### config.mk
export PLATFORM = sky130hd
export DESIGN_NAME = autoneg_progress_monitor
export DESIGN_NICKNAME = d
export VERILOG_FILES = /design/src/anmon_pkg.sv /design/src/autoneg_progress_monitor.sv /design/src/sync2.sv
export VERILOG_INCLUDE_DIRS = /design/src
export SDC_FILE = /design/constraint.sdc
export NUM_CORES = 1
export LEC_CHECK = 0
export ABC_AREA = 0
export ABC_CLOCK_PERIOD_IN_PS = 6650
export BUFFER_PORTS_ARGS = -buffer_cell sky130_fd_sc_hd__buf_2
export CAP_MARGIN = 20
export CORE_AREA = 2 2 69 71
export CTS_CLUSTER_SIZE = 14
export DETAILED_ROUTE_END_ITERATION = 8
export DIE_AREA = 0 0 71 73
export GPL_TIMING_DRIVEN = 0
export PLACE_DENSITY = 0.88
export SKIP_CTS_REPAIR_TIMING = 1
export SLEW_MARGIN = 20
export SYNTH_ARGS = -nofsm -noshare
export SYNTH_HDL_FRONTEND = slang
export SYNTH_SLANG_ARGS = --single-unit
export TNS_END_PERCENT = 30
### constraint.sdc
create_clock -name sys_clk -period 6.65 [get_ports sys_clk]
set_input_delay 0.3325 -clock sys_clk [delete_from_list [all_inputs] [get_ports sys_clk]]
set_output_delay 0.3325 -clock sys_clk [all_outputs]
set_load 0.05 [all_outputs]
### src/anmon_defines.svh
// Offsets, field positions, reset values and codes of the progress monitor
// Included by the package and by the testbench
`ifndef ANMON_DEFINES_SVH
`define ANMON_DEFINES_SVH
`define ADR_DETAIL_STATUS   6'h00
`define ADR_IRQ_STATUS      6'h04
`define ADR_IRQ_MASK        6'h08
`define ADR_ARB_DEBUG       6'h0c
`define BIT_RATE            15
`define BIT_DUPLEX          14
`define BIT_PROG_HI         13
`define BIT_PROG_LO         11
`define BIT_COMPLETE        4
`define BIT_LINK            0
`define PROG_IDLE           4'h0
`define PROG_MAX_RUN        4'h8
`define PROG_DONE           4'hf
`define IRQ_PROGRESS        0
`define IRQ_COMPLETE        1
`define IRQ_LINK_FAIL       2
`define IRQ_WIDTH           3
`define IRQ_RESET           3'h0
`endif

### src/anmon_pkg.sv
// Types shared by the progress monitor files
// Assumes the defines header sits in the include path
package anmon_pkg;
`include "anmon_defines.svh"
   typedef logic [3:0] prog_code_t;
   typedef enum logic [1:0] {
      BUS_IDLE = 2'b00,
      BUS_ACK  = 2'b01
   } bus_state_t;
endpackage : anmon_pkg

### src/autoneg_progress_monitor.sv
// Auto-negotiation progress monitor with detailed status and interrupt registers
// Function
// Progress code is complete flag then status bits 13, 12, 11.
// Progress code only takes values zero to eight and fifteen.
// Arbitration state loads automatically only when greater than held code.
// Every management read loads current arbitration state unconditionally.
// Read returns the code held before the read, not the new capture.
// Management reads twice: first gives history, second gives present state.
// After completion all four bits are one; first read shows 1 and 111.
// Later reads show complete one and low bits 000 while link holds.
// Link failure restarts negotiation; reads follow arbitration state again.
// Detail status carries rate bit 15, duplex 14, link 0, complete 4.
// Management polls standard complete and link bits for link up.
// Management expects completion under about 500 ms, then diagnoses.
// Any reset returns monitor to idle and clears all progress bits.
// Restart keeps held code; only read, reset or progress changes it.
// After completion only a read or reset alters progress bits.
// Compare as four-bit unsigned and update within one clock.
// Assumes arbitration, rate, duplex and link come from other clock domains
// and are synchronised here; classic Wishbone slave on sys_clk.
//
// The register offsets and the Wishbone register port are this design's own decisions.
`timescale 1ns/10ps
module autoneg_progress_monitor
   import anmon_pkg::*;
(
   input  wire logic             sys_clk,
   input  wire logic             rst_b,
   input  wire logic             clk_en,
   input  wire anmon_pkg::prog_code_t arb_state,
   input  wire logic             link_up,
   input  wire logic             rate_100,
   input  wire logic             full_duplex,
   input  wire logic             an_restart,
   input  wire logic             wb_cyc_i,
   input  wire logic             wb_stb_i,
   input  wire logic             wb_we_i,
   input  wire logic [5:0]       wb_adr_i,
   input  wire logic [3:0]       wb_sel_i,
   input  wire logic [31:0]      wb_dat_i,
   output logic      [31:0]      wb_dat_o,
   output logic                  wb_ack_o,
   output logic                  irq,
   output logic                  restart_req
);
   import anmon_pkg::*;

   logic [6:0]  pins_s;
   prog_code_t  arb_s;
   logic        link_s;
   logic        rate_s;
   logic        dup_s;
   logic        restart_s;

   sync2 #(.W(7)) u_sync (
      .sys_clk (sys_clk),
      .rst_b   (rst_b),
      .clk_en  (clk_en),
      .d       ({arb_state, link_up, rate_100, full_duplex}),
      .q       (pins_s)
   );

   assign arb_s  = pins_s[6:3];
   assign link_s = pins_s[2];
   assign rate_s = pins_s[1];
   assign dup_s  = pins_s[0];
   assign restart_s = an_restart;

   // Register state
   prog_code_t                 prog_r;
   prog_code_t                 prog_nxt;
   logic                       done_seen_r;
   logic                       link_d_r;
   logic [`IRQ_WIDTH-1:0]      irq_stat_r;
   logic [`IRQ_WIDTH-1:0]      irq_stat_nxt;
   logic [`IRQ_WIDTH-1:0]      irq_mask_r;
   bus_state_t                 bus_r;
   logic [31:0]                rdata_nxt;

   // Out-of-range states are treated as idle so the code never leaves its set
   logic       arb_legal;
   prog_code_t arb_q;
   assign arb_legal = (arb_s <= `PROG_MAX_RUN) || (arb_s == `PROG_DONE);
   assign arb_q     = arb_legal ? arb_s : `PROG_IDLE;

   // Bus decode
   logic req;
   logic rd_strobe;
   logic wr_strobe;
   logic hit_detail;
   logic hit_istat;
   logic hit_imask;
   logic hit_dbg;
   assign req        = wb_cyc_i && wb_stb_i && (bus_r == BUS_IDLE);
   assign rd_strobe  = req && !wb_we_i;
   assign wr_strobe  = req && wb_we_i && wb_sel_i[0];
   assign hit_detail = (wb_adr_i == `ADR_DETAIL_STATUS);
   assign hit_istat  = (wb_adr_i == `ADR_IRQ_STATUS);
   assign hit_imask  = (wb_adr_i == `ADR_IRQ_MASK);
   assign hit_dbg    = (wb_adr_i == `ADR_ARB_DEBUG);

   logic detail_rd;
   assign detail_rd = rd_strobe && hit_detail;

   // Once a completed code has been read out, low bits read zero until link drops or a restart arrives
   logic [2:0] low_view;
   assign low_view = done_seen_r ? 3'h0 : prog_r[2:0];

   logic link_fail;
   assign link_fail = link_d_r && !link_s;

   // Held code update: a read captures unconditionally, otherwise only upward
   logic upward;
   assign upward = (arb_q > prog_r);
   always_comb begin
      prog_nxt = prog_r;
      if (detail_rd) begin
         prog_nxt = arb_q;
      end else if (upward && !done_seen_r) begin
         prog_nxt = arb_q;
      end
      // Restart leaves the held code alone on purpose
      if (restart_s) begin
         prog_nxt = prog_nxt;
      end
   end

   logic [`IRQ_WIDTH-1:0] irq_evt;
   assign irq_evt[`IRQ_PROGRESS]  = (prog_nxt != prog_r);
   assign irq_evt[`IRQ_COMPLETE]  = (arb_q == `PROG_DONE) && (prog_r != `PROG_DONE) && !done_seen_r;
   assign irq_evt[`IRQ_LINK_FAIL] = link_fail;

   logic [`IRQ_WIDTH-1:0] irq_clr;
   assign irq_clr = (wr_strobe && hit_istat) ? wb_dat_i[`IRQ_WIDTH-1:0] : '0;
   // Set wins over a clear arriving in the same cycle
   assign irq_stat_nxt = (irq_stat_r & ~irq_clr) | irq_evt;

   // Read data: code as held before this read
   logic [15:0] detail_word;
   always_comb begin
      detail_word = 16'h0000;
      detail_word[`BIT_RATE]    = rate_s;
      detail_word[`BIT_DUPLEX]  = dup_s;
      detail_word[`BIT_PROG_HI:`BIT_PROG_LO] = low_view;
      detail_word[`BIT_COMPLETE] = prog_r[3];
      detail_word[`BIT_LINK]    = link_s;
   end

   always_comb begin
      rdata_nxt = 32'h0000_0000;
      if (hit_detail) begin
         rdata_nxt = {16'h0000, detail_word};
      end else if (hit_istat) begin
         rdata_nxt = {29'h0, irq_stat_r};
      end else if (hit_imask) begin
         rdata_nxt = {29'h0, irq_mask_r};
      end else if (hit_dbg) begin
         rdata_nxt = {28'h0, arb_q};
      end
   end

   // Any reset clears the monitor to idle
   always_ff @(posedge sys_clk or negedge rst_b) begin
      if (!rst_b) begin
         prog_r <= `PROG_IDLE;
      end else if (clk_en) begin
         prog_r <= prog_nxt;
      end
   end

   // First read of a completed code arms the zero view of the low bits
   always_ff @(posedge sys_clk or negedge rst_b) begin
      if (!rst_b) begin
         done_seen_r <= 1'b0;
      end else if (clk_en) begin
         if (link_fail || restart_s) begin
            done_seen_r <= 1'b0;
         end else if (detail_rd && (prog_r == `PROG_DONE)) begin
            done_seen_r <= 1'b1;
         end
      end
   end

   always_ff @(posedge sys_clk or negedge rst_b) begin
      if (!rst_b) begin
         link_d_r    <= 1'b0;
         restart_req <= 1'b0;
      end else if (clk_en) begin
         link_d_r    <= link_s;
         restart_req <= link_fail;
      end
   end

   always_ff @(posedge sys_clk or negedge rst_b) begin
      if (!rst_b) begin
         irq_stat_r <= `IRQ_RESET;
         irq_mask_r <= `IRQ_RESET;
         irq        <= 1'b0;
      end else if (clk_en) begin
         irq_stat_r <= irq_stat_nxt;
         if (wr_strobe && hit_imask) begin
            irq_mask_r <= wb_dat_i[`IRQ_WIDTH-1:0];
         end
         irq <= |(irq_stat_nxt & irq_mask_r);
      end
   end

   // Single-wait-state slave: ack one cycle after the request, then one idle
   always_ff @(posedge sys_clk or negedge rst_b) begin
      if (!rst_b) begin
         bus_r    <= BUS_IDLE;
         wb_ack_o <= 1'b0;
         wb_dat_o <= 32'h0000_0000;
      end else if (clk_en) begin
         unique case (bus_r)
            BUS_IDLE: begin
               wb_ack_o <= req;
               if (req) begin
                  bus_r    <= BUS_ACK;
                  wb_dat_o <= rdata_nxt;
               end
            end
            BUS_ACK: begin
               wb_ack_o <= 1'b0;
               bus_r    <= BUS_IDLE;
            end
         endcase
      end
   end
endmodule : autoneg_progress_monitor

### src/sync2.sv
// Two-stage synchroniser for a bundle of pin levels
// Assumes inputs are quasi-static levels from outside sys_clk
`timescale 1ns/10ps
module sync2 #(
   parameter int W = 1
) (
   input  wire logic         sys_clk,
   input  wire logic         rst_b,
   input  wire logic         clk_en,
   input  wire logic [W-1:0] d,
   output logic      [W-1:0] q
);
   logic [W-1:0] meta_r;
   always_ff @(posedge sys_clk or negedge rst_b) begin
      if (!rst_b) begin
         meta_r <= '0;
         q      <= '0;
      end else if (clk_en) begin
         meta_r <= d;
         q      <= meta_r;
      end
   end
endmodule : sync2

==> summary.md, run 1 <==
| Metric | Value |
|---|---|
| Result of the run | `finished clean` |
| Quantity of I/O buffers inserted on ports | `33` |
| Routability cong. | `0.874` |
| DRC errors left | `0` |
| Max-slew headroom at the worst pin | `0.420` |
| Clock tree buffer depth | `2` |
| Share of the clock period used by the worst path | `0.416` |
| Net count reported at finish | `320` |
| 1st-pass router iterations | `4` |
| IO Pins | `91` |
| Shortest clock period the worst path allows after layout | `2760 ps` |
| N_diodes | `0` |
| Clock latency on the worst-skew pair | `290 ps` |
| Final Total Pwr | `706 µW` |
| Sequential-to-total area share from yosys stat | `0.464` |
| Vias in the first global route | `1489` |
| Reported leakage power | `0.00128 µW` |
| Gr usage total | `0.172` |
| Power per Cell Area | `272 mW/mm²` |
| Capturing element type of the critical path | `flip-flop` |
| Combinational fraction of design power | `0.272` |
| Max stage delay cell, worst path | `a21boi_0` |
| Placeable core region | `0.00454 mm²` |
| Hold Path Class | `primary input to async pin` |
| Clock network fraction of total power | `0.300` |
| Vias per inst | `4.98` |
| Switching pwr | `223 µW` |
| Clock-pin transition on the worst setup and hold timing paths | `70 ps` |
| Ratio of cells with drive above 1 in the final layout | `0.349` |
| Post-detail-place hpwl | `3240 µm` |
| Total number of H-tree levels | `2` |
| Internal power consumption | `484 µW` |
| Kind of critical path | `flip-flop to flip-flop` |
| Number of register bits inferred by synthesis | `40` |
| Num Clock Sinks | `40` |
| Number of unique standard cell types used by synthesis | `41` |
| Post-synthesis share of cell area spent on and, or, nand and nor gates | `0.125` |
| Count of endpoints failing setup in the final report | `0` |
| Post-synthesis compound-gate area fraction | `0.132` |
| CTS tree | `done` |
| Setup repair after global routing missed its margin | `no` |
| Mux cell area share after synthesis | `0.144` |
| Critical Path Source Type | `flip-flop` |
| Arithmetic-cell share of the synthesized area counting full adders, half adders and majority gates | `0.0232` |
| Clk root buf | `clkbuf_8` |
| Final sum of negative setup slack | `0 ps` |
| WL/cell | `13.2 µm` |
| Horiz. Die Dim | `71 µm` |
| Achievable frequency | `0.362 GHz` |
| Initial core utilization | `0.475` |
| Die height | `73 µm` |
| Vias after detailed routing | `1568` |
| Count of yosys warnings during synthesis | `0` |
| Avg Synthesized Cell Area | `10.8 µm²` |
| Critical path data arrival time | `2940 ps` |
| Area enclosed by the die boundary | `0.00518 mm²` |
| VDD IR-drop max | `0.000104 V` |
| Critical-path cell list | `clkbuf_1, nand2_1, a21boi_0, ha_1, nor2b_1, o211ai_1, a21oi_1, o21ai_2, mux2_1` |
| Xor and xnor area share after synthesis | `0.00406` |
| Switching fraction of total power | `0.315` |
| WL final | `4170 µm` |
| Leftover overflow at the end of global routing | `0` |
| Crit-path max cell delay | `560 ps` |
| Netlist area before placement | `0.00216 mm²` |
| Largest net degree at the start of global routing | `41` |
| Synth Instances | `199` |
| First-iteration detailed-routing DRC count | `87` |
| Max FO, Critical Path | `9` |
| Number of buffers created by CTS | `5` |
| Number of core rows | `25` |
| Post-synthesis to final-layout area growth | `20.3%` |
| Wire length of the first global-routing pass | `6890 µm` |
| Seq pwr share | `0.428` |
| Required time of the critical path | `6820 ps` |
| Combinational family with the most area after synthesis | `multiplexers` |
| Cells taking the most area after synthesis | `dfrtp_1 46%, mux2_2 9.4%, buf_4 7.7%` |
| Total of max-cap violations | `0` |
| Worst clock skew | `3.34 ps` |
| Final Max Slew Viols | `0` |
| Cell type contributing the most total cell area after synthesis | `dfrtp_1` |
| Hold Fails Final Rpt | `0` |
| Number of antenna-violating nets in the routed design | `0` |
| Antenna violations before repair | `0` |
| Yosys top cell area share | `0.464` |
| Worst Max-Slew Pin Slew | `869 ps` |
state kept, by name, indices dropped and copies added, names as in the netlist:
register / flops
wb_dat_o: 10
irq_mask_r: 3
u_sync.q: 7
irq_stat_r: 3
wb_ack_o: 1
restart_req: 1
irq: 1
u_sync.meta_r: 7
prog_r: 4
done_seen_r: 1
link_d_r: 1
bus_r: 1
layer usage:
layer / GRT usage / vias to the layer above / routed length [µm]
li1: - / 783 / -
met3: 0.0566 / 7 / 320
met5: 0 / - / 0
met4: 0.0629 / 0 / 72
met1: 0.217 / 716 / 1830
met2: 0.279 / 62 / 1950
logic make-up after synthesis:
kind of cell,after synthesis
multiplexers,27
buffers and inverters,38
adder cells (fa/ha/maj),4
XOR/XNOR,1
flip-flops,40
other,1
AO/OA/AOI/OAI,39
AND/OR/NAND/NOR,49
power by group through the flow:
stage	Combinational [µW]	Sequential (µW)	Clock [µW]
2_1_floorplan	145	309	0
4_1_cts	193	302	218
3_5_place_dp	192	306	0
5_1_grt	209	306	229
6_report	192	302	212
3_3_place_gp	187	305	0
final cells by class:
type	instances	area [µm²]
fillers	379	1940
repair buffers	33	165
well taps	54	67.6
clock inverters	1	30.0
plain buffers	31	203
inverters	7	26.3
clock buffers	7	96.3
flip-flops and latches	40	1000
multi-input cells	142	1000
synth_stat cells (all sizes together):
cell type	n
a2111oi	1
a21boi	3
a21oi	4
a221o	1
a221oi	1
a22o	8
a41o	1
and3b	1
buf	25
clkbuf	6
conb	1
dfrtp	40
ha	4
inv	7
mux2	22
mux2i	4
mux4	1
nand2	23
nand2b	2
nand3	1
nand4	3
nor2	5
nor2b	5
nor3b	2
nor4	2
nor4b	1
o211ai	3
o21a	1
o21ai	11
o221ai	1
o22ai	2
o2bb2ai	2
or3	1
or4	2
or4b	1
xnor2	1
critical path, delay by kind of cell (launching register included):
kind | cells | cell delay [ps]
simple gates | 2 | 220
compound gates | 4 | 1130
fa+ha+maj | 1 | 370
buf+inv | 1 | 250
mux | 1 | 360
flops | 1 | 320
through the flow:
step / hold slack, ps / util / cells / cell area (µm²) / setup WS (ps)
3_5_place_dp: 469 / 0.544 / 307 / 2470 / 3900
4_1_cts: 175 / 0.572 / 315 / 2590 / 3890
6_report: 154 / 0.572 / 315 / 2590 / 3890
2_1_floorplan: 36.9 / - / 220 / 2230 / 4220
5_1_grt: 227 / 0.572 / 315 / 2590 / 3690
3_3_place_gp: 459 / 0.544 / 307 / 2470 / 3950
path summary, 6_finish.rpt:
kind / start / end / slack [ps] / depth (start not counted)
max in group asynchronous: rst_b / u_sync.q[6]$_DFFE_PN0P_ / 5950 / 1
min reg2reg: wb_dat_o[11]$_DFFE_PN0P_ / wb_dat_o[11]$_DFFE_PN0P_ / 480 / 2
max: u_sync.q[5]$_DFFE_PN0P_ / prog_r[0]$_DFFE_PN0P_ / 3890 / 9
min: rst_b / wb_dat_o[13]$_DFFE_PN0P_ / 150 / 1
max reg2reg: u_sync.q[5]$_DFFE_PN0P_ / prog_r[0]$_DFFE_PN0P_ / 3890 / 9
min in group sys_clk: arb_state[3] / u_sync.meta_r[6]$_DFFE_PN0P_ / 270 / 2
cell usage in the layout (no fill, tap or decap), drive strengths merged, types with 3 or more instances in the layout:
| master | count |
|---|---|
| buf | 58 |
| dfrtp | 40 |
| nand2 | 23 |
| conb | 22 |
| mux2 | 22 |
| clkbuf | 13 |
| o21ai | 11 |
| a22o | 8 |
| inv | 7 |
| nor2b | 5 |
| nor2 | 5 |
| a21oi | 4 |
| mux2i | 4 |
| ha | 4 |
| nand4 | 3 |
| a21boi | 3 |
| o211ai | 3 |
(Power assumes the default switching activity.)
==> inputs of run 2 (changes only) <==
--- a/config.mk
+++ b/config.mk
@@ -7,15 +7,15 @@
 export NUM_CORES = 1
 export LEC_CHECK = 0
 export ABC_AREA = 0
-export ABC_CLOCK_PERIOD_IN_PS = 6650
+export ABC_CLOCK_PERIOD_IN_PS = 2900
 export BUFFER_PORTS_ARGS = -buffer_cell sky130_fd_sc_hd__buf_2
 export CAP_MARGIN = 20
-export CORE_AREA = 2 2 69 71
+export CORE_AREA = 2 2 71 73
 export CTS_CLUSTER_SIZE = 14
 export DETAILED_ROUTE_END_ITERATION = 8
-export DIE_AREA = 0 0 71 73
+export DIE_AREA = 0 0 73 75
 export GPL_TIMING_DRIVEN = 0
-export PLACE_DENSITY = 0.88
+export PLACE_DENSITY = 0.84
 export SKIP_CTS_REPAIR_TIMING = 1
 export SLEW_MARGIN = 20
 export SYNTH_ARGS = -nofsm -noshare
==> constraint.sdc (replaced) <==
create_clock -name sys_clk -period 2.9 [get_ports sys_clk]
set_input_delay 0.145 -clock sys_clk [delete_from_list [all_inputs] [get_ports sys_clk]]
set_output_delay 0.145 -clock sys_clk [all_outputs]
set_load 0.05 [all_outputs]
==> run 2 against run 1 <==
The flow now finishes with violations (negative hold slack). Non-clock buffer count unchanged. Via count rose by 3.0%. Critical endpoint is now prog_r[2]$_DFFE_PN0P_. Final area down 1.4%. Core utilization decreased by 2.3 points. Hold slack got worse by 190 ps. Worst setup slack lost 3700 ps. Flip-flop and latch count did not move. Count of clock-buffer cells in the layout increased by 1. Largest cell class unchanged.
==> summary.md, run 2 (synthesis gave the netlist of run 1 again) <==
| Metric | Value |
|---|---|
| Hold Path Class | `primary input to async pin` |
| Ratio of cells with drive above 1 in the final layout | `0.341` |
| Clk root buf | `clkbuf_8` |
| Final sum of negative setup slack | `0 ps` |
| Power per Cell Area | `598 mW/mm²` |
| Shortest clock period the worst path allows after layout | `2690 ps` |
| Gr usage total | `0.168` |
| Horiz. Die Dim | `73 µm` |
| Total of max-cap violations | `0` |
| Leading cell types in the layout, fill and taps excluded | `40 x dfrtp_1, 36 x buf_2, 23 x nand2_1` |
| WL final | `4440 µm` |
| Max FO, Critical Path | `9` |
| Critical-path cell list | `clkbuf_1, or4b_2, nand2_1, ha_1, a41o_1, a21oi_1, o21ai_2, mux2_1` |
| Quantity of I/O buffers inserted on ports | `33` |
| Capturing element type of the critical path | `flip-flop` |
| Setup repair after global routing missed its margin | `no` |
| Total number of H-tree levels | `2` |
| Vias per inst | `5.13` |
| Critical Path Source Type | `flip-flop` |
| Antenna violations before repair | `0` |
| WL/cell | `14.1 µm` |
| Hold Fails Final Rpt | `40` |
| Number of antenna-violating nets in the routed design | `0` |
| Routability cong. | `0.831` |
| Clock tree buffer depth | `2` |
| CTS tree | `done` |
| Reg with most FFs | `wb_dat_o` |
| Kind of critical path | `flip-flop to flip-flop` |
| Worst Max-Slew Pin Slew | `876 ps` |
| Count of endpoints failing setup in the final report | `0` |
| Achievable frequency | `0.371 GHz` |
| Net count reported at finish | `320` |
| Registers with the most flip-flops | `wb_dat_o x10, u_sync.meta_r x7, u_sync.q x7` |
| Reported leakage power | `0.00126 µW` |
| Crit-path max cell delay | `630 ps` |
| Max-slew headroom at the worst pin | `0.416` |
| Post-detail-place hpwl | `3370 µm` |
| First-iteration detailed-routing DRC count | `104` |
| Fraction of the core area covered by cells at the end of the flow | `0.549` |
| Post-route insts no fill | `315` |
| Cell count after placement | `307` |
| Area enclosed by the die boundary | `0.00548 mm²` |
| Die height | `75 µm` |
| Post-synthesis to final-layout area growth | `18.6%` |
| 1st-pass router iterations | `5` |
| DRC errors left | `0` |
| Share of the clock period used by the worst path | `0.928` |
| Num Clock Sinks | `40` |
| Max FFs per register | `10` |
| FF-to-FF setup slack | `210 ps` |
| Placeable core region | `0.00466 mm²` |
| Violations in the final reports | `negative hold slack` |
| Kind of cell with the highest combined delay on the critical path | `simple AND/OR/NAND/NOR gates` |
| Largest net degree at the start of global routing | `41` |
| IO Pins | `91` |
| Required time of the critical path | `3080 ps` |
| Leftover overflow at the end of global routing | `0` |
| Number of buffers created by CTS | `5` |
| Most common cell after layout, fill and taps aside | `dfrtp_1` |
| Clock latency on the worst-skew pair | `290 ps` |
| Worst clock skew | `4.55 ps` |
| Final Total Pwr | `1530 µW` |
| Wire length of the first global-routing pass | `7000 µm` |
| Number of core rows | `25` |
| Vias in the first global route | `1512` |
| Buffering stage count on the worst path with inverters included | `1` |
| VDD IR-drop max | `0.000272 V` |
| Worst Hold Slack | `-34.3 ps` |
| N_diodes | `0` |
| Clock-pin transition on the worst setup and hold timing paths | `80 ps` |
| Critical path data arrival time | `2870 ps` |
| Final Max Slew Viols | `0` |
| Initial core utilization | `0.463` |
| Result of the run | `finished with violations` |
| Max stage delay cell, worst path | `or4b_2` |
| Vias after detailed routing | `1615` |
==> run 2: metal layers <==
metal,wire length (µm),GRT usage,vias up
li1,-,-,788
met1,1980,0.211,750
met2,2100,0.283,72
met3,311,0.0428,5
met4,49,0.0576,0
met5,0,0,-
==> run 2: path summary, 6_finish.rpt <==
check	from	end	depth (start not counted)
hold / removal	rst_b	u_sync.q[5]$_DFFE_PN0P_	1
min in group sys_clk	arb_state[1]	u_sync.meta_r[4]$_DFFE_PN0P_	2
setup / recovery	u_sync.q[5]$_DFFE_PN0P_	prog_r[2]$_DFFE_PN0P_	8
setup reg to reg	u_sync.q[5]$_DFFE_PN0P_	prog_r[2]$_DFFE_PN0P_	8
max in group asynchronous	rst_b	bus_r[0]$_DFFE_PN0P_	1
hold reg to reg	u_sync.meta_r[6]$_DFFE_PN0P_	u_sync.q[6]$_DFFE_PN0P_	2
==> run 2: cell type report <==
class	count	area, µm²
buffer	31	203
timing repair buffer	33	165
sequential	40	1000
multi-input combinational	142	1000
clock buffer	8	90.1
inverter	7	26.3
tap	54	67.6
fill	420	2100
==> run 2: stage by stage <==
step,cell area (µm²),setup WS [ps]
floorplan,2230,471
global placement,2470,198
detailed placement,2470,74.8
CTS,2560,54.3
global route,2560,58.6
finish,2560,207
==> run 2: power by group <==
group          switching, µW  total [µW]  internal (µW)
Clock                    188         383            194
Sequential              70.8         693            623
Combinational            268         454            187
Total                    527        1530           1000
==> inputs of run 3 (changes only) <==
--- a/config.mk
+++ b/config.mk
@@ -11,6 +11,7 @@
 export BUFFER_PORTS_ARGS = -buffer_cell sky130_fd_sc_hd__buf_2
 export CAP_MARGIN = 20
 export CORE_AREA = 2 2 71 73
+export CTS_BUF_LIST = sky130_fd_sc_hd__clkbuf_16
 export CTS_CLUSTER_SIZE = 14
 export DETAILED_ROUTE_END_ITERATION = 8
 export DIE_AREA = 0 0 73 75
==> run 3 against run 2 <==
The flow still finishes with violations (negative hold slack). Non-clock buffer count stayed put. Clock power up 34%. Final area is 1.8% higher. Largest power group unchanged. Highest routed layer unchanged.
==> summary.md, run 3 (synthesis gave the netlist of run 1 again) <==
| Metric | Value |
|---|---|
| Wire length of the first global-routing pass | `7110 µm` |
| Gr usage total | `0.172` |
| Largest net degree at the start of global routing | `41` |
| Number of core rows | `25` |
| Leftover overflow at the end of global routing | `0` |
| Share of the clock period used by the worst path | `0.935` |
| Violations in the final reports | `negative hold slack` |
| CTS tree | `done` |
| Fraction of met2 tracks used by global routing | `0.285` |
| Reg with most FFs | `wb_dat_o` |
| Power per Cell Area | `639 mW/mm²` |
| Max FO, Critical Path | `9` |
| Worst Max-Slew Pin Slew | `864 ps` |
| Total of max-cap violations | `0` |
| Post-place setup slack | `74.8 ps` |
| Area enclosed by the die boundary | `0.00548 mm²` |
| Post-detail-place hpwl | `3370 µm` |
| WL/cell | `14.1 µm` |
| Layout Cell Area excl Fill | `0.00260 mm²` |
| Vias per inst | `5.08` |
| Critical Path Source Type | `flip-flop` |
| Net count reported at finish | `320` |
| Area of all sequential standard cells | `0.00100 mm²` |
| Result of the run | `finished with violations` |
| Most common cell after layout, fill and taps aside | `dfrtp_1` |
| Achievable frequency | `0.369 GHz` |
| Capturing element type of the critical path | `flip-flop` |
| Vias in the first global route | `1514` |
| Final sum of negative setup slack | `0 ps` |
| Total number of H-tree levels | `2` |
| Registers with the most flip-flops | `wb_dat_o x10, u_sync.meta_r x7, u_sync.q x7` |
| Fill cell instance count of the final layout | `415` |
| Horiz. Die Dim | `73 µm` |
| Met1 Track Usage GR | `0.211` |
| Ratio of cells with drive above 1 in the final layout | `0.337` |
| Kind of critical path | `flip-flop to flip-flop` |
| WL final | `4440 µm` |
| Met3 demand-to-capacity share in global routing | `0.0442` |
| DRC errors left | `0` |
| Leading cell types in the layout, fill and taps excluded | `40 x dfrtp_1, 36 x buf_2, 23 x nand2_1` |
| Most heavily used metal layer in global routing | `met2` |
| IO Pins | `91` |
| Clock-pin transition on the worst setup and hold timing paths | `60 ps` |
| Initial core utilization | `0.463` |
| Number of buffers created by CTS | `5` |
| Routability cong. | `0.831` |
| FF-to-FF setup slack | `190 ps` |
| N_diodes | `0` |
| Placeable core region | `0.00466 mm²` |
| Worst clock skew | `3.11 ps` |
| Max-slew headroom at the worst pin | `0.424` |
| Setup repair after global routing missed its margin | `no` |
| Max FFs per register | `10` |
| Vias after detailed routing | `1599` |
| Reported leakage power | `0.00129 µW` |
| 1st-pass router iterations | `4` |
| VDD IR-drop max | `0.000270 V` |
| Hold Fails Final Rpt | `40` |
| Post-synthesis to final-layout area growth | `20.8%` |
| Clock tree buffer depth | `2` |
| Antenna violations before repair | `0` |
| Quantity of I/O buffers inserted on ports | `33` |
| Clock latency on the worst-skew pair | `280 ps` |
| Shortest clock period the worst path allows after layout | `2710 ps` |
| Final Total Pwr | `1660 µW` |
| Critical path data arrival time | `2880 ps` |
| Worst Hold Slack | `-25.5 ps` |
| Num Clock Sinks | `40` |
| Number of antenna-violating nets in the routed design | `0` |
| Hold Path Class | `primary input to async pin` |
| Final Max Slew Viols | `0` |
| Standard cell area after detailed placement | `0.00247 mm²` |
| Setup slack after layout | `188 ps` |
| Clk root buf | `clkbuf_16` |
| Die height | `75 µm` |
| Area of combinational cells with multiple inputs | `0.00100 mm²` |
| Required time of the critical path | `3060 ps` |
| First-iteration detailed-routing DRC count | `92` |
| Count of endpoints failing setup in the final report | `0` |
run 3: cell type report:
cell class	instances	share of cell area
clock inverter	3	0.00432
timing repair buffer	33	0.0634
buffer	31	0.0778
inverter	7	0.0101
clock buffer	5	0.0481
multi-input combinational	142	0.386
sequential	40	0.384
tap	54	0.0259
run 3: critical path, cell delays in order (launching register included):
cell and delay (ps):
dfrtp_1 320, clkbuf_1 250, nand2_1 110, a21boi_1 430
ha_1 350, nor2b_1 140, o211ai_1 170, a21oi_1 130
o21ai_2 320, mux2_1 370
run 3: report_power, final:
| part | leakage [µW] | switching, µW | internal (µW) |
|---|---|---|---|
| logic | 0.000715 | 270 | 187 |
| registers | 0.000503 | 67.8 | 624 |
| clock network | 0.0000738 | 205 | 309 |
run 3: through the flow:
| step | instances | utilization |
|---|---|---|
| after global routing | 315 | 0.559 |
| after floorplan | 220 | - |
| final | 315 | 0.559 |
| after global placement | 307 | 0.529 |
| after CTS | 315 | 0.559 |
| after detailed placement | 307 | 0.529 |
run 3: layer usage:
metal	vias to the layer above	wire length, µm
met5	-	0
met4	0	108
met3	10	284
met2	61	2060
met1	742	1980
li1	786	-
run 3: final timing paths:
path                                                    from                            to  cells after the start
worst max-delay path                 u_sync.q[5]$_DFFE_PN0P_         prog_r[2]$_DFFE_PN0P_                      9
min in group sys_clk                            arb_state[1]  u_sync.meta_r[4]$_DFFE_PN0P_                      2
worst min-delay path                                   rst_b       u_sync.q[5]$_DFFE_PN0P_                      1
worst min register to register  u_sync.meta_r[6]$_DFFE_PN0P_       u_sync.q[6]$_DFFE_PN0P_                      2
max in group asynchronous                              rst_b          bus_r[0]$_DFFE_PN0P_                      1
worst max register to register       u_sync.q[5]$_DFFE_PN0P_         prog_r[2]$_DFFE_PN0P_                      9
